`config.mk`:
```
export PLATFORM = sky130hd
export DESIGN_NAME = rsa_top
export DESIGN_NICKNAME = d
export VERILOG_FILES = /design/src/core/rsa_pkg.sv /design/src/core/rsa_ops_if.sv /design/src/core/rsa_alu.sv /design/src/core/rsa_seq.sv /design/src/core/rsa_top.sv
export SDC_FILE = /design/constraint.sdc
export NUM_CORES = 1
export LEC_CHECK = 0
export BUFFER_PORTS_ARGS = -buffer_cell sky130_fd_sc_hd__buf_2
export CAP_MARGIN = 30
export CORE_UTILIZATION = 35
export CTS_BUF_LIST = sky130_fd_sc_hd__clkbuf_16
export CTS_CLUSTER_SIZE = 24
export DETAILED_ROUTE_END_ITERATION = 10
export REMOVE_ABC_BUFFERS = 1
export SETUP_SLACK_MARGIN = 0.1
export SLEW_MARGIN = 20
export SYNTH_ARGS = -nofsm -noshare
export SYNTH_HDL_FRONTEND = slang
export SYNTH_SLANG_ARGS = --single-unit
```
`constraint.sdc`:
```
create_clock -name i_core_clk -period 3.65 [get_ports i_core_clk]
set_input_delay 0.1825 -clock i_core_clk [delete_from_list [all_inputs] [get_ports i_core_clk]]
set_output_delay 0.1825 -clock i_core_clk [all_outputs]
set_load 0.01 [all_outputs]
```
`src/core/rsa_pkg.sv`:
```
// Shared constants and types for the rotate, subtract and skip datapath.
package rsa_pkg;
    // ==========================================================
    // Register map, byte addresses on the register bus.
    localparam logic [7:0] RSA_OFS_CTRL = 8'h00;
    localparam logic [7:0] RSA_OFS_OPERAND = 8'h04;
    localparam logic [7:0] RSA_OFS_ACC = 8'h08;
    localparam logic [7:0] RSA_OFS_FLAGS = 8'h0c;
    localparam logic [7:0] RSA_OFS_STATUS = 8'h10;
    // ==========================================================
    // Field positions.
    localparam int RSA_CTRL_GO_BIT = 8;
    localparam int RSA_FLAG_C = 0;
    localparam int RSA_FLAG_AC = 1;
    localparam int RSA_FLAG_Z = 2;
    localparam int RSA_FLAG_OV = 3;
    localparam int RSA_STAT_BUSY = 0;
    localparam int RSA_STAT_SKIP = 1;
    localparam int RSA_STAT_DUMMY = 2;
    // ==========================================================
    // Reset values.
    localparam logic [2:0] RSA_RST_OP = 3'h0;
    localparam logic [7:0] RSA_RST_BYTE = 8'h00;
    localparam logic [3:0] RSA_RST_FLAGS = 4'h0;
    // ==========================================================
    // Operation codes written to the control register.
    typedef logic [2:0] rsa_op_t;
    localparam rsa_op_t RSA_OP_ROTATE_RIGHT_TO_ACCUM = 3'h0;
    localparam rsa_op_t RSA_OP_ROTATE_RIGHT_THRU_CARRY = 3'h1;
    localparam rsa_op_t RSA_OP_ROTATE_RIGHT_THRU_CARRY_TO_ACCUM = 3'h2;
    localparam rsa_op_t RSA_OP_SUBTRACT_BORROW_TO_ACCUM = 3'h3;
    localparam rsa_op_t RSA_OP_SUBTRACT_BORROW_TO_MEMORY = 3'h4;
    localparam rsa_op_t RSA_OP_DECREMENT_SKIP_IF_ZERO = 3'h5;
endpackage

```
`src/core/rsa_ops_if.sv`:
```
// Interface joining the register front end, the operation unit and the sequencer.
`timescale 1ns/1ps
`default_nettype none
interface rsa_ops_if;
    import rsa_pkg::*;
    rsa_op_t op;
    logic [7:0] acc;
    logic [7:0] mem;
    logic [3:0] flags;
    logic [7:0] result;
    logic wr_acc;
    logic wr_mem;
    logic [3:0] flags_new;
    logic skip;
    logic start;
    logic exec;
    logic dummy;
    logic busy;
    modport core (output op, acc, mem, flags, start,
                  input result, wr_acc, wr_mem, flags_new, skip, exec, dummy, busy);
    modport alu (input op, acc, mem, flags,
                 output result, wr_acc, wr_mem, flags_new, skip);
    modport seq (input start, skip, output exec, dummy, busy);
endinterface
`default_nettype wire

```
`src/core/rsa_alu.sv`:
```
// Combinational operation unit for rotates, subtract with borrow and decrement.
`timescale 1ns/1ps
`default_nettype none
module rsa_alu (
    rsa_ops_if.alu ops
);
    import rsa_pkg::*;
    logic [8:0] diff;
    logic [4:0] low;
    logic [7:0] dec;
    logic c_in;
    always_comb begin
        c_in = ops.flags[RSA_FLAG_C];
        diff = {1'b0, ops.acc} - {1'b0, ops.mem} - {8'h00, ~c_in};
        low = {1'b0, ops.acc[3:0]} - {1'b0, ops.mem[3:0]} - {4'h0, ~c_in};
        dec = ops.mem - 8'h01;
        ops.result = ops.mem;
        ops.wr_acc = 1'b0;
        ops.wr_mem = 1'b0;
        ops.flags_new = ops.flags;
        ops.skip = 1'b0;
        unique case (ops.op)
            RSA_OP_ROTATE_RIGHT_TO_ACCUM: begin
                ops.result = {ops.mem[0], ops.mem[7:1]};
                ops.wr_acc = 1'b1;
            end
            RSA_OP_ROTATE_RIGHT_THRU_CARRY: begin
                ops.result = {c_in, ops.mem[7:1]};
                ops.wr_mem = 1'b1;
                ops.flags_new[RSA_FLAG_C] = ops.mem[0];
            end
            RSA_OP_ROTATE_RIGHT_THRU_CARRY_TO_ACCUM: begin
                ops.result = {c_in, ops.mem[7:1]};
                ops.wr_acc = 1'b1;
                ops.flags_new[RSA_FLAG_C] = ops.mem[0];
            end
            RSA_OP_SUBTRACT_BORROW_TO_ACCUM, RSA_OP_SUBTRACT_BORROW_TO_MEMORY: begin
                ops.result = diff[7:0];
                ops.wr_acc = (ops.op == RSA_OP_SUBTRACT_BORROW_TO_ACCUM);
                ops.wr_mem = (ops.op == RSA_OP_SUBTRACT_BORROW_TO_MEMORY);
                ops.flags_new[RSA_FLAG_C] = ~diff[8];
                ops.flags_new[RSA_FLAG_AC] = ~low[4];
                ops.flags_new[RSA_FLAG_Z] = (diff[7:0] == 8'h00);
                ops.flags_new[RSA_FLAG_OV] = (ops.acc[7] ^ ops.mem[7])
                    & (ops.acc[7] ^ diff[7]);
            end
            RSA_OP_DECREMENT_SKIP_IF_ZERO: begin
                ops.result = dec;
                ops.wr_mem = 1'b1;
                ops.skip = (dec == 8'h00);
            end
            default: begin
                ops.result = ops.mem;
            end
        endcase
    end
endmodule
`default_nettype wire

```
`src/core/rsa_seq.sv`:
```
// Instruction cycle sequencer with the dummy cycle for a taken skip.
`timescale 1ns/1ps
`default_nettype none
module rsa_seq (
    input wire logic i_core_clk,
    input wire logic i_reset_n,
    rsa_ops_if.seq ops
);
    import rsa_pkg::*;
    typedef enum logic [1:0] {RSA_IDLE, RSA_EXEC, RSA_DUMMY} rsa_phase_t;
    typedef struct packed {
        rsa_phase_t phase;
    } rsa_seq_state_t;
    rsa_seq_state_t s_q;
    rsa_seq_state_t s_d;
    // ==========================================================
    // Phase sequencing.
    always_comb begin
        s_d = s_q;
        unique case (s_q.phase)
            RSA_IDLE: begin
                if (ops.start) begin
                    s_d.phase = RSA_EXEC;
                end
            end
            RSA_EXEC: begin
                s_d.phase = ops.skip ? RSA_DUMMY : RSA_IDLE;
            end
            RSA_DUMMY: begin
                s_d.phase = RSA_IDLE;
            end
            default: begin
                s_d.phase = RSA_IDLE;
            end
        endcase
    end
    always_ff @(posedge i_core_clk or negedge i_reset_n) begin
        if (!i_reset_n) begin
            s_q.phase <= RSA_IDLE;
        end else begin
            s_q <= s_d;
        end
    end
    assign ops.exec = (s_q.phase == RSA_EXEC);
    assign ops.dummy = (s_q.phase == RSA_DUMMY);
    assign ops.busy = (s_q.phase != RSA_IDLE);
endmodule
`default_nettype wire

```
`src/core/rsa_top.sv`:
```
// Rotate, subtract with borrow and decrement-skip datapath with a Wishbone register port.
//
// Notes on behaviour
// - Rotate right to accumulator: bit 0 goes to bit 7, memory and flags kept.
// - Rotate right through carry to memory: carry into bit 7, bit 0 into carry.
// - Rotate right through carry to accumulator: memory kept, carry takes bit 0.
// - Subtract with borrow to accumulator updates accumulator and four flags.
// - Subtract with borrow to memory writes memory, accumulator kept, same flags.
// - After subtraction carry is clear when negative, set when zero or positive.
// - Decrement memory by one, write back, skip next instruction when zero.
// - A taken skip inserts one dummy cycle, making two instruction cycles.
// - A nonzero result continues normally with no dummy cycle.
//
// Chosen here: the address map and the Wishbone register port.
`timescale 1ns/1ps
`default_nettype none
module rsa_top (
    input wire logic i_core_clk,
    input wire logic i_reset_n,
    input wire logic i_wb_cyc,
    input wire logic i_wb_stb,
    input wire logic i_wb_we,
    input wire logic [7:0] i_wb_adr,
    input wire logic [3:0] i_wb_sel,
    input wire logic [31:0] i_wb_dat,
    output logic [31:0] o_wb_dat,
    output logic o_wb_ack,
    output logic [7:0] o_acc,
    output logic [7:0] o_mem_data,
    output logic o_mem_we,
    output logic [3:0] o_flags,
    output logic o_skip,
    output logic o_dummy_cycle
);
    import rsa_pkg::*;

    // ==========================================================
    // State.
    typedef struct packed {
        logic ack;
        logic [31:0] rdat;
        rsa_op_t op;
        logic start;
        logic [7:0] acc;
        logic [7:0] mem;
        logic [3:0] flags;
        logic mem_we;
        logic skip;
        logic skip_seen;
        logic dummy;
    } rsa_top_state_t;

    rsa_top_state_t s_q;
    rsa_top_state_t s_d;
    rsa_ops_if ops ();

    // ==========================================================
    // Byte merge helper for partial writes.
    function automatic logic [7:0] rsa_merge(input logic [7:0] old, input logic [7:0] wr,
                                             input logic en);
        rsa_merge = en ? wr : old;
    endfunction

    // ==========================================================
    // Submodules.
    rsa_alu u_alu (
        .ops(ops.alu)
    );

    rsa_seq u_seq (
        .i_core_clk(i_core_clk),
        .i_reset_n(i_reset_n),
        .ops(ops.seq)
    );

    assign ops.op = s_q.op;
    assign ops.acc = s_q.acc;
    assign ops.mem = s_q.mem;
    assign ops.flags = s_q.flags;
    assign ops.start = s_q.start;

    // ==========================================================
    // Bus access and operation commit.
    logic req;
    logic wr;
    logic [31:0] status_word;

    always_comb begin
        req = i_wb_cyc & i_wb_stb & ~s_q.ack;
        wr = req & i_wb_we;
        status_word = 32'h00000000;
        status_word[RSA_STAT_BUSY] = ops.busy;
        status_word[RSA_STAT_SKIP] = s_q.skip_seen;
        status_word[RSA_STAT_DUMMY] = ops.dummy;
        s_d = s_q;
        s_d.ack = req;
        s_d.start = 1'b0;
        s_d.mem_we = 1'b0;
        s_d.skip = 1'b0;
        s_d.dummy = ops.dummy;
        if (req) begin
            unique case (i_wb_adr)
                RSA_OFS_CTRL: begin
                    s_d.rdat = {29'h00000000, s_q.op};
                end
                RSA_OFS_OPERAND: begin
                    s_d.rdat = {24'h000000, s_q.mem};
                end
                RSA_OFS_ACC: begin
                    s_d.rdat = {24'h000000, s_q.acc};
                end
                RSA_OFS_FLAGS: begin
                    s_d.rdat = {28'h0000000, s_q.flags};
                end
                RSA_OFS_STATUS: begin
                    s_d.rdat = status_word;
                end
                default: begin
                    s_d.rdat = 32'h00000000;
                end
            endcase
        end
        if (wr && !ops.busy) begin
            unique case (i_wb_adr)
                RSA_OFS_CTRL: begin
                    if (i_wb_sel[0]) begin
                        s_d.op = i_wb_dat[2:0];
                    end
                    if (i_wb_sel[1] && i_wb_dat[RSA_CTRL_GO_BIT]) begin
                        s_d.start = 1'b1;
                        s_d.skip_seen = 1'b0;
                    end
                end
                RSA_OFS_OPERAND: begin
                    s_d.mem = rsa_merge(s_q.mem, i_wb_dat[7:0], i_wb_sel[0]);
                end
                RSA_OFS_ACC: begin
                    s_d.acc = rsa_merge(s_q.acc, i_wb_dat[7:0], i_wb_sel[0]);
                end
                RSA_OFS_FLAGS: begin
                    if (i_wb_sel[0]) begin
                        s_d.flags = i_wb_dat[3:0];
                    end
                end
                default: begin
                    s_d.rdat = s_d.rdat;
                end
            endcase
        end
        if (ops.exec) begin
            if (ops.wr_acc) begin
                s_d.acc = ops.result;
            end
            if (ops.wr_mem) begin
                s_d.mem = ops.result;
                s_d.mem_we = 1'b1;
            end
            s_d.flags = ops.flags_new;
            s_d.skip = ops.skip;
            s_d.skip_seen = ops.skip;
        end
    end

    always_ff @(posedge i_core_clk or negedge i_reset_n) begin
        if (!i_reset_n) begin
            s_q.ack <= 1'b0;
            s_q.rdat <= 32'h00000000;
            s_q.op <= RSA_RST_OP;
            s_q.start <= 1'b0;
            s_q.acc <= RSA_RST_BYTE;
            s_q.mem <= RSA_RST_BYTE;
            s_q.flags <= RSA_RST_FLAGS;
            s_q.mem_we <= 1'b0;
            s_q.skip <= 1'b0;
            s_q.skip_seen <= 1'b0;
            s_q.dummy <= 1'b0;
        end else begin
            s_q <= s_d;
        end
    end

    // ==========================================================
    // Outputs.
    assign o_wb_ack = s_q.ack;
    assign o_wb_dat = s_q.rdat;
    assign o_acc = s_q.acc;
    assign o_mem_data = s_q.mem;
    assign o_mem_we = s_q.mem_we;
    assign o_flags = s_q.flags;
    assign o_skip = s_q.skip;
    assign o_dummy_cycle = s_q.dummy;
endmodule
`default_nettype wire

```
### Word level (Yosys, flattened, before mapping)

Cells that the tools add are included.

| cells by class | value |
|---|---|
| reduce and logical (&&, ||, !) cells | 22 |
| bitwise operators | 10 |
| muxes and demuxes | 27 |
| add/subtract/negate cells | 5 |
| equal/unequal tests | 14 |

Operators with widths:

| cell | count |
|---|---|
| 8-bit two-way mux | 6 |
| 8-bit one-hot mux with 5 select lines | 1 |
| 32-bit two-way mux | 1 |
| 8-bit one-hot mux with 4 select lines | 1 |
| 8-bit zero test | 3 |
| 23-bit two-way mux | 1 |
| 21-bit two-way mux | 1 |
| 8-bit by 4-bit == test with 1-bit output, second input constant | 2 |
| 2-bit nonzero test | 6 |
| 8-bit by 8-bit subtractor with 9-bit output | 1 |
| 9-bit by 1-bit subtractor with 9-bit output | 1 |
| 8-bit by 3-bit == test with 1-bit output, second input constant | 1 |
| 8-bit by 5-bit == test with 1-bit output, second input constant | 1 |
| 4-bit two-way mux | 2 |
| 4-bit AND reduction | 2 |
| 2-bit OR reduction | 4 |
| 8-bit by 1-bit subtractor with 8-bit output, second input constant | 1 |
| 1-bit two-way mux | 7 |
| 3-bit by 2-bit == test with 1-bit output, second input constant | 2 |
| 3-bit == test, second input constant | 2 |
| 1-bit one-hot mux with 2 select lines | 3 |
| 3-bit AND reduction | 2 |
| 4-bit by 4-bit subtractor with 5-bit output | 1 |
| 5-bit by 1-bit subtractor with 5-bit output | 1 |
| other kinds (16) | 25 |

| storage, ports and cells | value |
|---|---|
| input port bits | 49 |
| bits in registers | 63 |

### Logic depth before layout (Yosys ltp)

Gate-level depths: netlist of the first run.

| depth | value |
|---|---|
| word-level depth | 7 |
| depth in mapped cells | 10 |
| depth with buffers taken out | 10 |

### Cells and area by module

Synthesis of the first run repeated with hierarchy kept, for this count alone.

| unflattened totals | value |
|---|---|
| cells, all modules | 419 |
| area, all modules | 3,618.5 µm² |

Modules (own cells, without submodules):

| module | area an instance (µm²) | instances | seq. area each (µm²) | cells each |
|---|---|---|---|---|
| rsa_top | 2,243.4 | 1 | 925.9 | 219 |
| rsa_alu | 1,286.2 | 1 | 0.0 | 193 |
| rsa_seq | 88.8 | 1 | 50.0 | 7 |

### Least setup slack after synthesis of the first run

Ideal clock, no wire load.

| timing | value |
|---|---|
| path type | register to register |
| from | reg, netlist name o_acc[0] |
| to | reg, netlist name o_flags[2] |
| arrival | 2.662 ns |
| data required time | 3.573 ns |
| buffers on the path | 0 |
| path slack | 0.911 ns |
| cell stages (with the launch flop) | 10 |
| setup time | 0.077 ns |
| clock period less this slack | 2.739 ns |
| cells stage by stage | dfrtp_1 > inv_1 > fa_1 > inv_1 > ha_1 > xor2_1 > or4_1 > or3b_1 > or4_1 > a21oi_1 |

| on the way | value |
|---|---|
| cells in the longest elaborated chain, start to end | 5 |

Ends and longest elaborated chain:

| what | RTL line | RTL |
|---|---|---|
| 8-bit by 8-bit subtractor with 9-bit output | rsa_alu.sv:14 | `diff = {1'b0, ops.acc} - {1'b0, ops.mem} - {8'h00, ~c_in};` |
| 9-bit by 1-bit subtractor with 9-bit output | rsa_alu.sv:14 |  |
| 8-bit zero test | rsa_alu.sv:43 | `ops.flags_new[RSA_FLAG_Z] = (diff[7:0] == 8'h00);` |
| 3-bit two-way mux | rsa_alu.sv:22 | `unique case (ops.op)` |
| 23-bit two-way mux | rsa_top.sv:150 | `if (ops.exec) begin` |

No other way between the ends. The select of a mux whose other input is x is not followed.
A chain may end at the register's enable or synchronous reset.

### Worst setup path after layout of the first run

| timing | value |
|---|---|
| from | reg, netlist name o_acc[0] |
| to | reg, netlist name o_flags[2] |

| on the way | value |
|---|---|
| cells in the longest elaborated chain, start to end | 5 |

Ends and longest elaborated chain:

| what | RTL line |
|---|---|
| 8-bit by 8-bit subtractor with 9-bit output | rsa_alu.sv:14 |
| 9-bit by 1-bit subtractor with 9-bit output | rsa_alu.sv:14 |
| 8-bit zero test | rsa_alu.sv:43 |
| 3-bit two-way mux | rsa_alu.sv:22 |
| 23-bit two-way mux | rsa_top.sv:150 |

No other way between the ends. The select of a mux whose other input is x is not followed.

==> impl_metrics.tcl, run 1 <==
set metrics [dict create \
    start_kind "flop" \
    cts.sinks 39 \
    critical_path_class "reg2reg" \
    dieArea_um2 10200 \
    yosysTopAreaCell "dfrtp_1" \
    finalCritPeriodShare 0.832 \
    diodes 0 \
    grt_pass1_wl_mm 14.5 \
    hold_path_class "in2reg" \
    overflow 0 \
    synthMostInstantiatedCell "buf_4" \
    path_depth 9 \
    holdPathStages 2 \
    p_per_area_nw_per_um2 305 \
    routabilityCongestion 0.842 \
    die_h_um 101 \
    cts_tree "yes" \
    syn_inst 411 \
    setup_violations 0 \
    cts_root_buf "clkbuf_16" \
    crit_path_end_kind "flop" \
    cap_viol_max_count 0 \
    area_growth_pct 9.15 \
    rows 35 \
    first_iter_violations 239 \
    synth_edf_count 0 \
    cts_buffers 5 \
    wirelength_mm 8.90 \
    seq_area_frac_synth 0.286 \
    leakage_nw 1.74 \
    synth_common_cells "buf_4, dfrtp_1, a21oi_1, inv_1" \
    htree_levels 2 \
    postRouteAntennaNets 0 \
    post-route-util 0.398 \
    fin_crit_ns 3.04 \
    grt_setup_unrepaired "false" \
    grt_max_degree 40 \
    timing.final.max_slew_violations 0 \
    grt_usage 0.183 \
    ys.flop_type "dfrtp_1" \
    synth_area_um2 3420 \
    grt_pass1_vias 2794 \
    drt-wirelength-per-cell_um 15.8 \
    clk_latency_ns 0.28 \
    ioPinCount 105 \
    initial_core_util 0.365 \
    port-buffer-count 55 \
    nets 499 \
    cp-startpoint "o_acc[0]" \
    dpl.hpwl_mm 6.76 \
    drc 0 \
    ys_async_sr_fraction 1.00 \
    vias_per_cell 5.22 \
    worst_path_max_delay_cell "fa_1" \
    dr_total_vias 2935 \
    ys_ff_latch 39 \
    crit_chain "inv_1 > fa_1 > inv_1 > ha_1 > xor2_1 > or4_1 > or3b_1 > or4_1 > a21oi_1" \
    core_um2 9370 \
    crit_buf_inv 2 \
    slowest_delay_ns 0.58 \
    status "completed" \
    dr.pass1.iters 5 \
    syn_avg_cell_area_um2 8.32 \
    ys_warn_count 0 \
    path_max_fanout 3 \
    critical-path-top-delay-family "simple AND/OR/NAND/NOR gates" \
    antenna_found_initial 0 \
    yosysTopAreaCellShare 0.286 \
    worstPathArrival_ns 3.24 \
    die_x_um 101 \
    max_freq_mhz 329 \
    skew_ns 0.0101 \
    cts_buffer_depth 2 \
    hold_violations 0 \
    cts_resized 0 \
    worstMarginPinSlew_ns 0.820 \
    synthTopCellsByArea "dfrtp_1, buf_4, ha_1" \
    max_slew_margin 0.449 \
    required_ns 3.86 \
    path_clk_slew_ns 0.06 \
    finalSetupTns_ns 0 \
    worstHoldStart "i_wb_dat[8]" \
    ys_types 63 \
    layout-drive-gt1-share 0.194 \
    r2r_start "o_acc[0]" \
    ir_drop_mv 0.204 \
    rr_worst_depth 9 \
]
where the power goes:
group / leakage [nW] / internal [mW] / switching (mW)
combinational: 1.18 / 0.0464 / 0.0788
clock: 0.0900 / 0.392 / 0.179
sequential: 0.471 / 0.437 / 0.00582
total: 1.74 / 0.875 / 0.264
metal layers:
| metal | global-route usage | part of all wire | vias to the layer above |
|---|---|---|---|
| met5 | 0 | 0 | - |
| met1 | 0.247 | 0.46 | 1400 |
| met2 | 0.295 | 0.47 | 108 |
| li1 | - | - | 1413 |
| met3 | 0.0284 | 0.054 | 14 |
| met4 | 0.0680 | 0.017 | 0 |
worst paths after layout:
| path | endpoint | slack, ns |
|---|---|---|
| hold reg to reg | o_wb_dat[3] | 0.47 |
| max in group asynchronous | o_mem_data[3] | 2.86 |
| min in group asynchronous | o_mem_data[5] | 0.33 |
| setup reg to reg | o_flags[2] | 0.61 |
| setup / recovery | o_flags[2] | 0.61 |
| hold / removal | ops.start | 0.20 |
flip-flops by register name, indices dropped and copies added, names as in the netlist:
register and cells:
u_seq.s_q 2, o_dummy_cycle 1, o_wb_ack 1, o_flags 4, o_wb_dat 8, o_mem_data 8, ops.start 1, s_q 1
o_skip 1, o_acc 8, ops.op 3, o_mem_we 1
cell usage in the layout (no fill, tap or decap), drive strengths merged, types with 3 or more instances in the layout:
| master | Yosys | final |
|---|---|---|
| o31ai | 10 | 10 |
| buf | 60 | 63 |
| nor4 | 4 | 4 |
| nor3b | 5 | 5 |
| nor2b | 8 | 8 |
| mux2i | 12 | 12 |
| inv | 31 | 31 |
| xor2 | 7 | 7 |
| clkbuf | 13 | 5 |
| mux2 | 3 | 3 |
| and2 | 4 | 4 |
| a31oi | 4 | 4 |
| a211oi | 13 | 13 |
| nor3 | 5 | 5 |
| o21ai | 22 | 22 |
| or4 | 4 | 4 |
| xnor2 | 4 | 4 |
| nand2 | 29 | 29 |
| and4 | 3 | 3 |
| dfrtp | 39 | 39 |
| o22ai | 7 | 7 |
| ha | 16 | 16 |
| and3 | 3 | 3 |
| nor2 | 29 | 29 |
| a21oi | 32 | 32 |
| conb | 1 | 24 |
| nand2b | 3 | 3 |
| a22oi | 6 | 6 |
per-stage QoR:
stage	std cells	setup WS [ns]	hold slack [ns]	total power, mW	cell area, um^2
after floorplan	361	0.807	-0.113	0.521	3020
after global placement	552	0.690	0.359	0.570	3510
after detailed placement	552	0.638	0.368	0.572	3510
after CTS	560	0.611	0.0593	1.15	3700
after global routing	562	0.465	0.206	1.18	3730
final	562	0.614	0.197	1.14	3730
kinds of logic after synthesis:
family | synth area share
AOI/OAI and AO/OA | 0.213
and+or+nand+nor | 0.167
buffers and inverters | 0.176
DFF | 0.286
adders and majority gates | 0.0703
muxes | 0.0516
xor gates and xnor gates | 0.0348
other | 0.00110
cell type report:
cell class / count / area, um^2
Clock inverter: 3 / 67.6
Fill cell: 966 / 5640
Clock buffer: 5 / 125
Multi-Input combinational cell: 291 / 1930
Tap cell: 129 / 161
Timing Repair Buffer: 64 / 358
Sequential cell: 39 / 976
Inverter: 31 / 116
timing repair:
| item | in CTS | in global routing |
|---|---|---|
| setup buffers | 0 | 0 |
| hold endpoints to repair | 0 | 12 |
| hold buffers | 0 | 1 |
Power figures use the tool's default switching activity.
==> run 2: changes to the inputs <==
==> constraint.sdc (replaced) <==
create_clock -name i_core_clk -period 3 [get_ports i_core_clk]
set_input_delay 0.15 -clock i_core_clk [delete_from_list [all_inputs] [get_ports i_core_clk]]
set_output_delay 0.15 -clock i_core_clk [all_outputs]
set_load 0.01 [all_outputs]
==> run 2 against run 1 <==
- highest routed layer unchanged
- maximum frequency up 4.3%
- via count up 1.2%
- sequential share of layout area down 0.67 points
- sequential cell count unchanged
- sequential power up 21%
- clock power up 22%
- largest cell class unchanged
- final cell count up 2.1%
- non-clock buffer count up 12
- clock-buffer cell count unchanged
- global-route usage about the same
- total power up 22%
- clock skew down 0.0055 ns
==> impl_metrics.tcl, run 2 (synthesis results as in run 1) <==
set metrics [dict create \
    grt_usage 0.183 \
    worstMarginPinSlew_ns 0.677 \
    cts.sinks 39 \
    ir_drop_mv 0.260 \
    drt-wirelength-per-cell_um 15.7 \
    crit_path_end_kind "flop" \
    setup_violations 0 \
    cts_buffer_depth 2 \
    r2r-end "o_flags[2]" \
    layout-drive-gt1-share 0.222 \
    critical_path_class "reg2reg" \
    area_growth_pct 12.0 \
    htree_levels 2 \
    p_per_area_nw_per_um2 364 \
    port-buffer-count 55 \
    wirelength_mm 9.01 \
    fin_crit_ns 2.91 \
    dr.pass1.iters 4 \
    grt_pass1_vias 2730 \
    vias_per_cell 5.17 \
    hold-worst-slack_ns 0.162 \
    skew_ns 0.00462 \
    initial_core_util 0.365 \
    rows 35 \
    cts_buffers 5 \
    cap_viol_max_count 0 \
    p_total_mw 1.39 \
    nets 511 \
    hold_path_class "in2reg" \
    status "completed" \
    path_clk_slew_ns 0.06 \
    hold_violations 0 \
    finalCritPeriodShare 0.970 \
    clk_latency_ns 0.28 \
    multi_input_area_um2 1930 \
    antenna_found_initial 0 \
    first_iter_violations 212 \
    leakage_nw 1.80 \
    required_ns 3.21 \
    grt_pass1_wl_mm 14.2 \
    grt_max_degree 40 \
    dieArea_um2 10200 \
    cts_root_buf "clkbuf_16" \
    finalSetupTns_ns 0 \
    holdPathStages 3 \
    grt_setup_unrepaired "true" \
    r2r_slack_ns 0.09 \
    max_slew_margin 0.549 \
    hold_end "o_acc[7]" \
    max_freq_mhz 344 \
    die_h_um 101 \
    rr_worst_depth 9 \
    dr_total_vias 2969 \
    diodes 0 \
    nFillCells 965 \
    ioPinCount 105 \
    dpl.hpwl_mm 6.96 \
    layout_commonest_cell "buf_2" \
    start_kind "flop" \
    overflow 0 \
    worstHoldStart "i_wb_dat[7]" \
    cts_tree "yes" \
    path_max_fanout 3 \
    drc 0 \
    timing.final.max_slew_violations 0 \
    die_x_um 101 \
    r2r_start "o_acc[0]" \
    post-route-util 0.409 \
    final_cell_mix "buf_2, dfrtp_1, inv_1, a21oi_1" \
    fin_ws_ns 0.0905 \
    postRouteAntennaNets 0 \
    worstPathArrival_ns 3.12 \
    ff_latch_area_um2 976 \
    core_um2 9370 \
    post-place-ws_ns 0.0641 \
    routabilityCongestion 0.854 \
]
run 2: changes by cell type in the layout (fill, tap and decap cells not counted), sizes merged:
cell  before  now
buf       63   75
run 2: worst max-delay path: stages (launching register included):
cell and delay, ns:
dfrtp_1 0.36, inv_2 0.06, fa_1 0.57, inv_1 0.05, ha_1 0.28, xor2_1 0.17
or4_1 0.42, or3b_1 0.37, or4_4 0.42, a21oi_2 0.14
run 2: final cells by class:
type | count | area share
Tap cell | 129 | 0.0422
Sequential cell | 39 | 0.255
Clock buffer | 5 | 0.0327
Clock inverter | 3 | 0.0176
Inverter | 31 | 0.0304
Multi-Input combinational cell | 291 | 0.505
Timing Repair Buffer | 76 | 0.117
run 2: report_power, final:
group | leakage (nW) | total [mW] | internal, mW | switching [mW]
registers | 0.471 | 0.536 | 0.531 | 0.00531
clock network | 0.0900 | 0.695 | 0.476 | 0.218
logic | 1.24 | 0.161 | 0.0610 | 0.0996
run 2: worst max path at each step:
stage,start,endpoint,slack [ns],depth (start not counted)
global route,o_acc[0],o_flags[2],0.008,9
CTS,o_flags[0],o_flags[2],0.06,9
finish,o_acc[0],o_flags[2],0.09,9
floorplan,o_mem_data[0],o_flags[2],0.16,8
detailed placement,o_acc[0],o_flags[2],0.06,9
global placement,o_acc[0],o_flags[2],0.1,8
run 2: repair_timing:
item | in CTS | in global routing
pin swaps | 1 | 3
buffers inserted | 2 | 0
resized for setup | 0 | 4
endpoints found under the setup margin | 1 | 3
endpoints found under the hold margin | 0 | 11
hold buffers | 0 | 1
run 2: metal layers:
metal | track usage | vias to the layer above | share of wire
met1 | 0.239 | 1404 | 0.45
met4 | 0.0680 | 0 | 0.020
li1 | - | 1439 | -
met5 | 0 | - | 0
met3 | 0.0264 | 14 | 0.058
met2 | 0.307 | 112 | 0.48
run 2: through the flow:
stage	area, um^2	cells
6_report	3830	574
5_1_grt	3830	574
4_1_cts	3790	572
3_5_place_dp	3580	562
3_3_place_gp	3580	562
2_1_floorplan	3020	361
